**src/pcx_regs.svh**
```systemverilog
`ifndef PCX_REGS_SVH
`define PCX_REGS_SVH

// Byte offsets of the register words.
`define PCX_OFF_HLOG0      12'h11C
`define PCX_OFF_HLOG1      12'h120
`define PCX_OFF_HLOG2      12'h124
`define PCX_OFF_HLOG3      12'h128
`define PCX_OFF_SN_HDR     12'h148
`define PCX_OFF_SN_LOW     12'h14C
`define PCX_OFF_SN_HIGH    12'h150
`define PCX_OFF_PB_HDR     12'h158
`define PCX_OFF_PB_SEL     12'h15C
`define PCX_OFF_PB_DATA    12'h160
`define PCX_OFF_PB_CAP     12'h164
`define PCX_OFF_RID_HDR    12'h168
`define PCX_OFF_RID_CAP    12'h16C
`define PCX_OFF_RID_CTRL   12'h16E
`define PCX_OFF_SL_HDR     12'h178
`define PCX_OFF_LCTL3      12'h17C
`define PCX_OFF_LANE_ERR   12'h180
`define PCX_OFF_LEQ_FIRST  12'h184
`define PCX_OFF_LEQ_LAST   12'h18A
`define PCX_OFF_P16_HDR    12'h198
`define PCX_OFF_P16_CAP    12'h19C
`define PCX_OFF_P16_CTRL   12'h1A0
`define PCX_OFF_P16_STAT   12'h1A4
`define PCX_OFF_MG_HDR     12'h1BC
`define PCX_OFF_MG_PCAP    12'h1C0
`define PCX_OFF_MG_PSTAT   12'h1C2
`define PCX_OFF_MG_LCTRL   12'h1C4
`define PCX_OFF_MG_LSTAT   12'h1C6

// Capability header contents.
`define PCX_CAP_VER        4'h1
`define PCX_SN_ID          16'h0003
`define PCX_SN_NEXT        12'h158
`define PCX_POWER_BUDGET_CAP_HEADER          16'h0004
`define PCX_PB_NEXT        12'h168
`define PCX_RID_ID         16'h000E
`define PCX_RID_NEXT       12'h178
`define PCX_SL_ID          16'h0019
`define PCX_SL_NEXT        12'h198
`define PCX_P16_ID         16'h0026
`define PCX_P16_NEXT       12'h1BC
`define PCX_MG_ID          16'h0027
`define PCX_MG_NEXT        12'h224

// Lane equalization constants, reset values and status bit positions.
`define PCX_LEQ_RX_HINT    3'h7
`define PCX_LEQ_TX_PRESET  4'hF
`define PCX_PB_SYSALLOC_RST 1'h1
`define PCX_P16_EQREQ_BIT  4
`define PCX_MG_USAGE_BIT   6

`endif

```
**src/pcx_pkg.sv**
```systemverilog
package pcx_pkg;

  typedef logic [11:0] pcx_addr_t;
  typedef logic [31:0] pcx_word_t;

  typedef enum logic [1:0]
  {
    PCX_ACC_NONE  = 2'b00,
    PCX_ACC_WRITE = 2'b01,
    PCX_ACC_READ  = 2'b10
  } pcx_access_t;

endpackage : pcx_pkg

```
**src/pcx_ext_cap_regs.sv**
```systemverilog
// How it works
// - Serial number header: ID 3, ver 1, next 158h
// - Serial number: two read-only words, reset zero
// - Power budget header: ID 4, ver 1, next 168h
// - Selector bits 7:0 writable, upper bits zero
// - Power budget data fields read-only, reset zero
// - System-allocated bit 0 writable, resets to one
// - Routing-ID header: ID Eh, ver 1, next 178h
// - Routing control: group field, two enables writable
// - Routing capability reads all zero
// - Secondary link header: ID 19h, next 198h
// - Link control 3 hardwired to zero
// - Four writable lane error bits, reset zero
// - Lane equalization: hint 7h, preset Fh
// - Lane equalization downstream fields read zero
// - 16 GT/s header: ID 26h, next 1BCh
// - 16 GT/s status: writable request, read-only flags
// - 16 GT/s capability and control read zero
// - Margining header: ID 27h, next 224h
// - Margining driver-software flag writable, reset zero
// - Margining ready flags read-only, reset zero
// - Margining lane control fields writable, reset zero
// - Header log: sixteen read-only bytes, byte 0 top
`timescale 1ns/10ps
`include "pcx_regs.svh"

module pcx_ext_cap_regs
(
  // Clock and reset.
  input  wire logic                 i_clock,
  input  wire logic                 i_resetn,
  // Register port.
  input  wire pcx_pkg::pcx_addr_t   i_addr,
  input  wire pcx_pkg::pcx_word_t   i_wdata,
  input  wire logic                 i_write,
  input  wire logic                 i_read,
  output logic [31:0]               o_rdata,
  // Device state shown to software.
  input  wire logic [63:0]          i_serial_number,
  input  wire logic [20:0]          i_pb_data,
  input  wire logic [127:0]         i_header_log,
  input  wire logic [3:0]           i_lane_err_set,
  input  wire logic                 i_eq16_req_set,
  input  wire logic [3:0]           i_eq16_flags,
  input  wire logic [1:0]           i_margin_ready,
  input  wire logic [15:0]          i_margin_lane_status,
  // Settings steered by software.
  output logic [7:0]                o_pb_select,
  output logic                      o_pb_sys_alloc,
  output logic [2:0]                o_rid_func_group,
  output logic [1:0]                o_rid_group_en,
  output logic [3:0]                o_lane_err,
  output logic                      o_eq16_req,
  output logic                      o_margin_sw,
  output logic [14:0]               o_margin_lane_ctrl
);

  logic [31:0]  rdata_ff;
  logic [31:0]  nxt_rdata;
  logic [63:0]  serial_ff;
  logic [20:0]  pb_data_ff;
  logic [127:0] hlog_ff;
  logic [3:0]   eq16_flags_ff;
  logic [1:0]   margin_ready_ff;
  logic [15:0]  margin_lstat_ff;
  logic [7:0]   pb_select_ff;
  logic         pb_sys_alloc_ff;
  logic [2:0]   rid_group_ff;
  logic [1:0]   rid_en_ff;
  logic [3:0]   lane_err_ff;
  logic         eq16_req_ff;
  logic         margin_sw_ff;
  logic [7:0]   mg_payload_ff;
  logic [6:0]   mg_ctrl_lo_ff;
  pcx_pkg::pcx_access_t access;

  // Builds a capability header word from its next pointer and ID.
  function automatic logic [31:0] cap_hdr
  (
    input logic [11:0] next_ptr,
    input logic [15:0] cap_id
  );
    cap_hdr = {next_ptr, `PCX_CAP_VER, cap_id};
  endfunction : cap_hdr

  // True when the access targets the given word.
  function automatic logic hit
  (
    input pcx_pkg::pcx_addr_t addr,
    input pcx_pkg::pcx_addr_t off
  );
    hit = (addr == off);
  endfunction : hit

  always_comb
  begin
    if (i_write)
    begin
      access = pcx_pkg::PCX_ACC_WRITE;
    end
    else if (i_read)
    begin
      access = pcx_pkg::PCX_ACC_READ;
    end
    else
    begin
      access = pcx_pkg::PCX_ACC_NONE;
    end
  end

  // Snapshots of device state, zero while in reset.
  always_ff @(posedge i_clock)
  begin
    if (!i_resetn)
    begin
      serial_ff       <= 64'h0;
      pb_data_ff      <= 21'h0;
      hlog_ff         <= 128'h0;
      eq16_flags_ff   <= 4'h0;
      margin_ready_ff <= 2'h0;
      margin_lstat_ff <= 16'h0;
    end
    else
    begin
      serial_ff       <= i_serial_number;
      pb_data_ff      <= i_pb_data;
      hlog_ff         <= i_header_log;
      eq16_flags_ff   <= i_eq16_flags;
      margin_ready_ff <= i_margin_ready;
      margin_lstat_ff <= i_margin_lane_status;
    end
  end

  // Power budgeting settings.
  always_ff @(posedge i_clock)
  begin
    if (!i_resetn)
    begin
      pb_select_ff    <= 8'h0;
      pb_sys_alloc_ff <= `PCX_PB_SYSALLOC_RST;
    end
    else if (access == pcx_pkg::PCX_ACC_WRITE)
    begin
      if (hit(i_addr, `PCX_OFF_PB_SEL))
      begin
        pb_select_ff <= i_wdata[7:0];
      end
      else if (hit(i_addr, `PCX_OFF_PB_CAP))
      begin
        pb_sys_alloc_ff <= i_wdata[0];
      end
    end
  end

  // Routing-ID interpretation control.
  always_ff @(posedge i_clock)
  begin
    if (!i_resetn)
    begin
      rid_group_ff <= 3'h0;
      rid_en_ff    <= 2'h0;
    end
    else if (access == pcx_pkg::PCX_ACC_WRITE &&
             hit(i_addr, `PCX_OFF_RID_CTRL))
    begin
      rid_group_ff <= i_wdata[6:4];
      rid_en_ff    <= i_wdata[1:0];
    end
  end

  // Lane error bits: a hardware set wins over a software write.
  always_ff @(posedge i_clock)
  begin
    if (!i_resetn)
    begin
      lane_err_ff <= 4'h0;
    end
    else if (access == pcx_pkg::PCX_ACC_WRITE &&
             hit(i_addr, `PCX_OFF_LANE_ERR))
    begin
      lane_err_ff <= i_wdata[3:0] | i_lane_err_set;
    end
    else
    begin
      lane_err_ff <= lane_err_ff | i_lane_err_set;
    end
  end

  // Equalization request: a hardware set wins over a software write.
  always_ff @(posedge i_clock)
  begin
    if (!i_resetn)
    begin
      eq16_req_ff <= 1'h0;
    end
    else if (access == pcx_pkg::PCX_ACC_WRITE &&
             hit(i_addr, `PCX_OFF_P16_STAT))
    begin
      eq16_req_ff <= i_wdata[`PCX_P16_EQREQ_BIT] | i_eq16_req_set;
    end
    else
    begin
      eq16_req_ff <= eq16_req_ff | i_eq16_req_set;
    end
  end

  // Margining settings; lane control bit 7 is not stored.
  always_ff @(posedge i_clock)
  begin
    if (!i_resetn)
    begin
      margin_sw_ff  <= 1'h0;
      mg_payload_ff <= 8'h0;
      mg_ctrl_lo_ff <= 7'h0;
    end
    else if (access == pcx_pkg::PCX_ACC_WRITE)
    begin
      if (hit(i_addr, `PCX_OFF_MG_PCAP))
      begin
        margin_sw_ff <= i_wdata[0];
      end
      else if (hit(i_addr, `PCX_OFF_MG_LCTRL))
      begin
        mg_payload_ff <= i_wdata[15:8];
        mg_ctrl_lo_ff <= i_wdata[6:0];
      end
    end
  end

  // Read decode; unmapped and write-only cases read zero.
  always_comb
  begin
    nxt_rdata = 32'h0;
    if (access != pcx_pkg::PCX_ACC_READ)
    begin
      nxt_rdata = 32'h0;
    end
    else if (hit(i_addr, `PCX_OFF_HLOG0))
    begin
      nxt_rdata = hlog_ff[127:96];
    end
    else if (hit(i_addr, `PCX_OFF_HLOG1))
    begin
      nxt_rdata = hlog_ff[95:64];
    end
    else if (hit(i_addr, `PCX_OFF_HLOG2))
    begin
      nxt_rdata = hlog_ff[63:32];
    end
    else if (hit(i_addr, `PCX_OFF_HLOG3))
    begin
      nxt_rdata = hlog_ff[31:0];
    end
    else if (hit(i_addr, `PCX_OFF_SN_HDR))
    begin
      nxt_rdata = cap_hdr(`PCX_SN_NEXT, `PCX_SN_ID);
    end
    else if (hit(i_addr, `PCX_OFF_SN_LOW))
    begin
      nxt_rdata = serial_ff[31:0];
    end
    else if (hit(i_addr, `PCX_OFF_SN_HIGH))
    begin
      nxt_rdata = serial_ff[63:32];
    end
    else if (hit(i_addr, `PCX_OFF_PB_HDR))
    begin
      nxt_rdata = cap_hdr(`PCX_PB_NEXT, `PCX_POWER_BUDGET_CAP_HEADER);
    end
    else if (hit(i_addr, `PCX_OFF_PB_SEL))
    begin
      nxt_rdata = {24'h0, pb_select_ff};
    end
    else if (hit(i_addr, `PCX_OFF_PB_DATA))
    begin
      nxt_rdata = {11'h0, pb_data_ff};
    end
    else if (hit(i_addr, `PCX_OFF_PB_CAP))
    begin
      nxt_rdata = {31'h0, pb_sys_alloc_ff};
    end
    else if (hit(i_addr, `PCX_OFF_RID_HDR))
    begin
      nxt_rdata = cap_hdr(`PCX_RID_NEXT, `PCX_RID_ID);
    end
    else if (hit(i_addr, `PCX_OFF_RID_CAP))
    begin
      nxt_rdata = 32'h0;
    end
    else if (hit(i_addr, `PCX_OFF_RID_CTRL))
    begin
      nxt_rdata = {25'h0, rid_group_ff, 2'h0, rid_en_ff};
    end
    else if (hit(i_addr, `PCX_OFF_SL_HDR))
    begin
      nxt_rdata = cap_hdr(`PCX_SL_NEXT, `PCX_SL_ID);
    end
    else if (hit(i_addr, `PCX_OFF_LCTL3))
    begin
      nxt_rdata = 32'h0;
    end
    else if (hit(i_addr, `PCX_OFF_LANE_ERR))
    begin
      nxt_rdata = {28'h0, lane_err_ff};
    end
    else if (i_addr >= `PCX_OFF_LEQ_FIRST && i_addr <= `PCX_OFF_LEQ_LAST &&
             !i_addr[0])
    begin
      nxt_rdata = {17'h0, `PCX_LEQ_RX_HINT, `PCX_LEQ_TX_PRESET,
                   8'h0};
    end
    else if (hit(i_addr, `PCX_OFF_P16_HDR))
    begin
      nxt_rdata = cap_hdr(`PCX_P16_NEXT, `PCX_P16_ID);
    end
    else if (hit(i_addr, `PCX_OFF_P16_CAP) ||
             hit(i_addr, `PCX_OFF_P16_CTRL))
    begin
      nxt_rdata = 32'h0;
    end
    else if (hit(i_addr, `PCX_OFF_P16_STAT))
    begin
      nxt_rdata = {27'h0, eq16_req_ff, eq16_flags_ff};
    end
    else if (hit(i_addr, `PCX_OFF_MG_HDR))
    begin
      nxt_rdata = cap_hdr(`PCX_MG_NEXT, `PCX_MG_ID);
    end
    else if (hit(i_addr, `PCX_OFF_MG_PCAP))
    begin
      nxt_rdata = {31'h0, margin_sw_ff};
    end
    else if (hit(i_addr, `PCX_OFF_MG_PSTAT))
    begin
      nxt_rdata = {30'h0, margin_ready_ff};
    end
    else if (hit(i_addr, `PCX_OFF_MG_LCTRL))
    begin
      nxt_rdata = {16'h0, mg_payload_ff, 1'h0, mg_ctrl_lo_ff};
    end
    else if (hit(i_addr, `PCX_OFF_MG_LSTAT))
    begin
      nxt_rdata = {16'h0, margin_lstat_ff[15:8], 1'h0,
                   margin_lstat_ff[6:0]};
    end
  end

  // Read data stands only in the cycle after the read strobe.
  always_ff @(posedge i_clock)
  begin
    if (!i_resetn)
    begin
      rdata_ff <= 32'h0;
    end
    else
    begin
      rdata_ff <= nxt_rdata;
    end
  end

  assign o_rdata            = rdata_ff;
  assign o_pb_select        = pb_select_ff;
  assign o_pb_sys_alloc     = pb_sys_alloc_ff;
  assign o_rid_func_group   = rid_group_ff;
  assign o_rid_group_en     = rid_en_ff;
  assign o_lane_err         = lane_err_ff;
  assign o_eq16_req         = eq16_req_ff;
  assign o_margin_sw        = margin_sw_ff;
  assign o_margin_lane_ctrl = {mg_payload_ff, mg_ctrl_lo_ff};

endmodule : pcx_ext_cap_regs

```
**config.mk**
```make
export PLATFORM = sky130hd
export DESIGN_NAME = pcx_ext_cap_regs
export DESIGN_NICKNAME = d
export VERILOG_FILES = /design/src/pcx_pkg.sv /design/src/pcx_ext_cap_regs.sv
export VERILOG_INCLUDE_DIRS = /design/src
export SDC_FILE = /design/constraint.sdc
export NUM_CORES = 1
export LEC_CHECK = 0
export BUFFER_PORTS_ARGS = -buffer_cell sky130_fd_sc_hd__buf_4
export CELL_PAD_IN_SITES_DETAIL_PLACEMENT = 0
export CELL_PAD_IN_SITES_GLOBAL_PLACEMENT = 1
export CORE_MARGIN = 3
export CORE_UTILIZATION = 41
export CTS_CLUSTER_SIZE = 40
export DETAILED_ROUTE_END_ITERATION = 8
export GPL_TIMING_DRIVEN = 0
export PLACE_DENSITY = 0.86
export SLEW_MARGIN = 20
export SYNTH_ARGS = -nofsm -noshare
export SYNTH_HDL_FRONTEND = slang
export SYNTH_SLANG_ARGS = --single-unit
```
**constraint.sdc**
```tcl
create_clock -name i_clock -period 3.6 [get_ports i_clock]
set_input_delay 0.72 -clock i_clock [delete_from_list [all_inputs] [get_ports i_clock]]
set_output_delay 0.72 -clock i_clock [all_outputs]
set_load 0.1 [all_outputs]
```
# Word level (Yosys, flattened, before mapping)
# Index checks and enable logic that the tools add are counted.
# word_totals
output_inout_bits	67
wordCells	95
reg_bits	302
inputBits	288
# op_classes
n_eq_ne	28
reduce_logical	12
bitwise	7
muxes	30
magnitude_cmp	2
# op_table
op	n
30-bit two-way mux	15
12-bit by 9-bit equality test with 1-bit output, second input constant	26
32-bit two-way mux	7
16-bit two-way mux	4
12-bit by 9-bit greater-or-equal comparator with 1-bit output, second input constant	1
12-bit by 9-bit <= comparator with 1-bit output, second input constant	1
4-bit OR	2
3-bit AND reduction	2
1-bit logical AND	5
2-bit two-way mux	2
4-bit two-way mux	1
2-bit AND reduction	2
1-bit NOT	3
2-bit by 1-bit equality test with 1-bit output, second input constant	1
2-bit != test, second input constant	1
1-bit OR	2
2-bit OR reduction	1
1-bit zero test	1
1-bit logical OR	1
1-bit two-way mux	1

# Longest topological paths before layout
# Gate-level depths: netlist of run 1.
# depth
word_depth	27
ltp_mapped	9
ltp_nobuf	7

# Least setup slack after synthesis of run 1
# Ideal clock, no wire load.
# synth_timing
path_type	input to register
startpoint	input i_addr[1]
endpoint	register rdata_ff[2], in the netlist o_rdata[2]
t_arrival_ns	2.140
setup_time_ns	0.130
slack_ns	1.330
required_ns	3.470
cell_stages	7
cell_sequence	nor4b_2 > nand2_1 > nor4_4 > nand2b_1 > a32o_1 > a221oi_2 > nor4_2
# synth_via
elab_chain_len	27
# synth_rtl
item	line	text
start, declared	pcx_ext_cap_regs.sv:33	input wire pcx_pkg::pcx_addr_t i_addr,
12-bit by 9-bit equality test with 1-bit output	pcx_ext_cap_regs.sv:92	hit = (addr == off);
16-bit two-way mux	pcx_ext_cap_regs.sv:341	else if (hit(i_addr, `PCX_OFF_MG_LSTAT))
16-bit two-way mux	pcx_ext_cap_regs.sv:337	else if (hit(i_addr, `PCX_OFF_MG_LCTRL))
16-bit two-way mux	pcx_ext_cap_regs.sv:333	else if (hit(i_addr, `PCX_OFF_MG_PSTAT))
16-bit two-way mux	pcx_ext_cap_regs.sv:329	else if (hit(i_addr, `PCX_OFF_MG_PCAP))
30-bit two-way mux	pcx_ext_cap_regs.sv:325	else if (hit(i_addr, `PCX_OFF_MG_HDR))
30-bit two-way mux	pcx_ext_cap_regs.sv:321	else if (hit(i_addr, `PCX_OFF_P16_STAT))
30-bit two-way mux	pcx_ext_cap_regs.sv:316	else if (hit(i_addr, `PCX_OFF_P16_CAP) ||
[... 11 more ...]	n/a	
30-bit two-way mux	pcx_ext_cap_regs.sv:266	else if (hit(i_addr, `PCX_OFF_PB_HDR))
32-bit two-way mux	pcx_ext_cap_regs.sv:262	else if (hit(i_addr, `PCX_OFF_SN_HIGH))
32-bit two-way mux	pcx_ext_cap_regs.sv:258	else if (hit(i_addr, `PCX_OFF_SN_LOW))
32-bit two-way mux	pcx_ext_cap_regs.sv:254	else if (hit(i_addr, `PCX_OFF_SN_HDR))
32-bit two-way mux	pcx_ext_cap_regs.sv:250	else if (hit(i_addr, `PCX_OFF_HLOG3))
32-bit two-way mux	pcx_ext_cap_regs.sv:246	else if (hit(i_addr, `PCX_OFF_HLOG2))
32-bit two-way mux	pcx_ext_cap_regs.sv:242	else if (hit(i_addr, `PCX_OFF_HLOG1))
32-bit two-way mux (*)	pcx_ext_cap_regs.sv:238	else if (hit(i_addr, `PCX_OFF_HLOG0))
end signal, assigned	pcx_ext_cap_regs.sv:357	rdata_ff <= nxt_rdata;
end, declared	pcx_ext_cap_regs.sv:58	logic [31:0] rdata_ff;
# Mark *: on every way between the ends. The rest lies on a longest branch, timed or not.
# A chain may end at the register's enable or synchronous reset.

# Final worst setup path of run 1
# layout_timing
startpoint	input i_addr[3]
endpoint	register rdata_ff[10], in the netlist o_rdata[10]
# The elaborated chain is that of the path after synthesis.

==> metrics.cfg, run 1 <==
[outcome]
outcome=complete, no violations

[yosys]
synth_edf_count=0
netlist_area_um2=11500
synthTopCellsByCount=301 x dfxtp_1, 238 x and2_1, 97 x nand2_1, 63 x o21ai_0, 56 x a21oi_1
syn_area_per_cell_um2=9.57
synth_sequential_area_ratio_pct=52.2
postSynthCellCount=1206
synth_area_leaders=dfxtp_1 52%, and2_1 13%, nand2_1 3.2%
synth-main-ff-cell=dfxtp_1
synth_top_area_share_pct=52.2
yosys_register_bits=301
yosysTopAreaCell=dfxtp_1
yosysMostFrequentCell=dfxtp_1
yosys.cell_types.count=72
yosys_warnings=0
synthArstFlopShare_pct=0
syn-num-nets=1494

[clocking]
clock_latency_ps=570
tritoncts=built
root_buffer=clkbuf_16
post_cts_buffers=0
clockBufferDepth=3
clock_sinks=301
cts_buffers=29
ctsResizeCount=0
htreeDepth=1
hold_buffers=0
path_clk_slew_ps=70

[global_route]
grt_overflow=0
grt_pass1_vias=10935
track_usage_pct=30.7
grt_pass1_wl_um=70200
grt_start_max_net_pins=16
antenna_found_initial=0

[worst_setup_path]
crit_end=o_rdata[10]
cpPeakStageDelay_ps=930
crit_type=input port to flip-flop
critPathMaxFanout=10
worstPathCellList=buf_4, buf_2, nor2b_1, clkbuf_1, nand2_1, nor2_1, a221oi_1, a31oi_1
rr_endpoint=o_rdata[0]
path_depth=8
crit_path_start_kind=input port
required_ps=4090
crit_family=simple AND/OR/NAND/NOR gates
cp-startpoint=i_addr[3]
critical_path_buf_inv_count=3
critPathCaptureType=flip-flop
reg2reg_depth=6
worstPathArrival_ps=3560
rr_startpoint=margin_ready_ff[0]
cp_slowest_cell=nor2_1
r2r_slack_ps=1810

[pwr]
power_mw=7.18
power.leakage_nw=6.30
p_per_area_nw_per_um2=465
ir_worst_vdd_v=0.000350

[routing]
drc_errors=0
antenna_left=0
drt_wl_total_um=48600
routedWlPerCell_um=24.8
drt_iter0_drc=974
firstDrtPassIters=5
vias=10767
via_per_inst=5.49

[cells_and_area]
diodes=0
area_delta_synth_final_pct=33.7
instances_no_fill=1962
drive_gt1_share_pct=27.9
multi_input_area_um2=5110
nNetsFinal=1860
fillers=2524
seq_area_um2=6030

[die]
rows=60
coreArea_um2=27300
initial_utilization_pct=42.2
die_area_um2=30200
io_pins=355
die_y_um=174
die_x_um=174

[flow_run]
cap_violations=0

[placed_design]
dpl.hpwl_um=36600
place.gp.congestion=0.942
dp.cells=1913
port_buffers=335

[sta]
tightestPinTransition_ps=1100
setup_viol=0
fin_crit_sh_pct=85.4
fin_crit_ps=3070
fmax_ghz=0.325
hold_viol=0
skew_ps=18.1
drv_slew=0
relSlewSlack_pct=26.1
tns_ps=0
rsz0062_at_grt=no

[hold_path]
hold_path.class=input port to flip-flop

## area by class of cell
class / instances / area share (%)
clock inverters: 6 / 0.470
repair buffers: 335 / 16.3
plain buffers: 88 / 2.48
multi-input cells: 811 / 33.2
inverters: 6 / 0.146
clock buffers: 43 / 5.37
flip-flops and latches: 301 / 39.1
well taps: 372 / 3.02
## state kept, by name, summed over array words and instances, names as in the netlist, 2 cells and up
register,count
hlog_ff,128
o_rid_group_en,2
o_lane_err,4
serial_ff,64
mg_ctrl_lo_ff,7
pb_data_ff,21
eq16_flags_ff,4
o_pb_select,8
mg_payload_ff,8
margin_ready_ff,2
o_rid_func_group,3
margin_lstat_ff,15
o_rdata,32
## worst min-delay path by stage
stage	start	endpoint	slack, ps	cells after the start
2_1_floorplan	hlog_ff[3]	o_rdata[3]	420	2
3_3_place_gp	hlog_ff[85]	o_rdata[21]	430	2
3_5_place_dp	hlog_ff[3]	o_rdata[3]	440	2
4_1_cts	i_pb_data[4]	pb_data_ff[4]	340	2
5_1_grt	i_header_log[109]	hlog_ff[109]	340	2
6_report	i_pb_data[4]	pb_data_ff[4]	350	2
## where the power goes
| part | switching [mW] | internal, mW | total [mW] |
|---|---|---|---|
| clock | 1.30 | 1.66 | 2.96 |
| sequential | 0.0482 | 3.48 | 3.52 |
| combinational | 0.364 | 0.335 | 0.699 |
| total | 1.71 | 5.47 | 7.18 |
## logic make-up (layout without fill, tap and decap cells)
group	Yosys count	count (layout)	synth area share [%]
buffers and inverters	94	478	3.51
XOR/XNOR	3	3	0.228
AND/OR/NAND/NOR	489	489	24.2
flip-flops	301	301	52.2
AO/OA/AOI/OAI	284	284	16.6
multiplexers	35	35	3.19
## stage by stage
| stage | hold WS, ps | instance area, µm² | utilization (%) | worst slack [ps] |
|---|---|---|---|---|
| after floorplan | 417 | 11500 | - | 1330 |
| after CTS | 336 | 15400 | 56.5 | 677 |
| final | 351 | 15400 | 56.5 | 527 |
| after detailed placement | 436 | 14500 | 53.2 | 79.7 |
| after global routing | 344 | 15400 | 56.5 | 551 |
| after global placement | 432 | 14500 | 53.1 | 17.1 |
## layer usage
layer  track usage (%)  part of all wire (%)  vias to the layer above
met5                 0                     0                        -
met1              41.7                    43                     5191
met3              5.23                   7.6                       97
met2              49.0                    46                      524
li1                  -                     -                     4955
met4              11.9                   4.0                        0
## placed cells by master, fill, tap and decap left out, types with 4 or more instances in the layout
cell	instances
and2_1	238
and3_1	4
a21boi_0	15
nor3_1	14
buf_1	5
a32oi_1	11
o32ai_1	4
buf_2	33
buf_4	338
mux2i_1	21
a222oi_1	14
nor2_1	40
nand2b_1	15
clkbuf_8	5
a31oi_1	17
nor2b_1	23
nand2_1	97
dfxtp_1	301
a21oi_1	56
inv_1	5
nand4_1	4
o21a_1	7
clkbuf_16	29
nand3_1	21
clkbuf_1	56
o22ai_1	11
o21ai_0	63
o211ai_1	11
o21ai_1	4
a221oi_1	21
a22oi_1	16
o221ai_1	5
mux2_2	14
Note: power is estimated with default switching activity, not from simulation.
==> run 2: changes to the inputs <==
Settings changed: RECOVER_POWER set to 50.
==> run 2 against run 1 <==
Power fell by 0.11%. Largest cell class unchanged. First-iteration DRC count shrank 2.9%. Count of clock-buffer cells in the layout stayed put. Non-clock buffer count is the same.
==> metrics.cfg, run 2 (synthesis results as in run 1) <==
[clocking]
cts_buffers=29  ; unchanged
htreeDepth=1  ; unchanged
ctsResizeCount=0  ; unchanged
tritoncts=built
clockBufferDepth=3  ; unchanged
hold_buffers=0  ; unchanged
path_clk_slew_ps=70  ; about the same
root_buffer=clkbuf_16
clock_latency_ps=570  ; about the same
clock_sinks=301  ; unchanged
post_cts_buffers=0  ; unchanged

[worst_setup_path]
cpPeakStageDelay_ps=910  ; -20 ps
crit_family=simple AND/OR/NAND/NOR gates
critPathMaxFanout=10  ; unchanged
crit_type=input port to flip-flop
worstPathArrival_ps=3580  ; +20 ps
critical_path_buf_inv_count=3  ; unchanged
cp_slowest_cell=nor2_1
required_ps=4090  ; about the same
crit_path_start_kind=input port
reg2reg_depth=6  ; unchanged
path_depth=8  ; unchanged
worstPathCellList=buf_4, buf_2, nor2b_1, clkbuf_1, nand2_1, nor2_1, a221oi_1, a31oi_1
critPathCaptureType=flip-flop

[global_route]
antenna_found_initial=0  ; unchanged
grt_start_max_net_pins=16  ; unchanged
grt_pass1_wl_um=70200  ; unchanged
grt_overflow=0  ; unchanged
grt_pass1_vias=10935  ; unchanged
track_usage_pct=30.7  ; unchanged

[cells_and_area]
layout_commonest_cell=buf_4
area_delta_synth_final_pct=32.7
drive_gt1_share_pct=26.0  ; -1.9 points
regMostFlops=hlog_ff
diodes=0  ; unchanged
nNetsFinal=1860  ; unchanged
largest_reg_flops=128  ; unchanged
final_cell_mix=307 x buf_4, 301 x dfxtp_1, 155 x and2_1, 97 x nand2_1, 87 x clkbuf_1

[placed_design]
port_buffers=335  ; unchanged
dpl.hpwl_um=36600  ; unchanged
place.gp.congestion=0.942  ; unchanged

[sta]
fin_crit_sh_pct=85.8  ; +0.44 points
fmax_ghz=0.324  ; -0.52%
fin_crit_ps=3090  ; +16.0 ps
relSlewSlack_pct=17.9  ; -8.2 points
hold_slack_ps=352  ; +1.35 ps
rsz0062_at_grt=no
tns_ps=0  ; unchanged
skew_ps=18.5  ; +0.464 ps
tightestPinTransition_ps=1240  ; +133 ps
drv_slew=0  ; unchanged
setup_viol=0  ; unchanged
hold_viol=0  ; unchanged

[hold_path]
hold_path.class=input port to flip-flop
min_path_cells=2  ; unchanged

[outcome]
outcome=complete, no violations

[pwr]
clockPowerShare_pct=41.1  ; about the same
power.leakage_nw=6.10  ; -3.1%
ir_worst_vdd_v=0.000350  ; about the same
p_per_area_nw_per_um2=468  ; +0.65%
swShare_pct=23.8  ; about the same
combPwrFrac_pct=9.7  ; about the same
p_seq_share_pct=49.1  ; about the same
p_int_mw=5.46  ; about the same
p_sw_mw=1.71  ; -0.20%

[die]
rows=60  ; unchanged
die_area_um2=30200  ; unchanged
die_x_um=174  ; unchanged
initial_utilization_pct=42.2  ; unchanged
die_y_um=174  ; unchanged
coreArea_um2=27300  ; unchanged
io_pins=355  ; unchanged

[routing]
drt_iter0_drc=946  ; -2.9%
via_per_inst=5.51  ; +0.35%
routedWlPerCell_um=24.7  ; about the same
vias=10805  ; +0.35%
antenna_left=0  ; unchanged
drc_errors=0  ; unchanged
firstDrtPassIters=5  ; unchanged
drt_wl_total_um=48500  ; about the same

[flow_run]
cap_violations=0  ; unchanged

run 2: layer usage:
metal	track usage [%]	wire length, µm	vias up	share of wire, %
met4	11.9	1890	0	3.9
met3	5.23	3660	101	7.5
met2	49.0	22300	560	46
met5	0	0	-	0
met1	41.7	20700	5197	43
li1	-	-	4947	-
run 2: final timing paths:
check / from / slack (ps) / endpoint
max reg2reg: margin_ready_ff[0] / 1820 / o_rdata[0]
max: i_addr[3] / 510 / o_rdata[10]
min: i_pb_data[4] / 350 / pb_data_ff[4]
min reg2reg: hlog_ff[119] / 440 / o_rdata[23]
run 2: layout make-up:
| cell class | count | area, µm² |
|---|---|---|
| plain buffers | 88 | 383 |
| inverters | 6 | 22.5 |
| multi-input cells | 811 | 5110 |
| flip-flops and latches | 301 | 6030 |
| fillers | 2548 | 12000 |
| repair buffers | 335 | 2400 |
| well taps | 372 | 465 |
| clock inverters | 6 | 72.6 |
| clock buffers | 43 | 828 |
run 2: metrics by stage:
stage	utilization [%]	std cells	worst slack (ps)	area, µm²	power (mW)
after floorplan	-	1206	1330	11500	3.88
after global routing	56.0	1962	551	15300	7.38
after CTS	56.5	1962	677	15400	7.19
final	56.0	1962	511	15300	7.17
after detailed placement	53.2	1913	79.7	14500	4.28
after global placement	53.1	1913	17.1	14500	4.28
run 2: worst reg2reg max path: stages, from the launching register on:
cell and delay (ps):
dfxtp_1 330, o221ai_1 140, a2111oi_0 420, a21oi_1 70, o21ai_0 440, a21oi_1 190
o21ai_1 150
run 2: power groups by stage:
stage                     Sequential [mW]  Clock, mW  Combinational [mW]
after floorplan                      3.61          0               0.269
after global placement               3.59          0               0.687
after detailed placement             3.59          0               0.687
after CTS                            3.52       2.98               0.690
after global routing                 3.53       3.11               0.740
final                                3.52       2.95               0.697
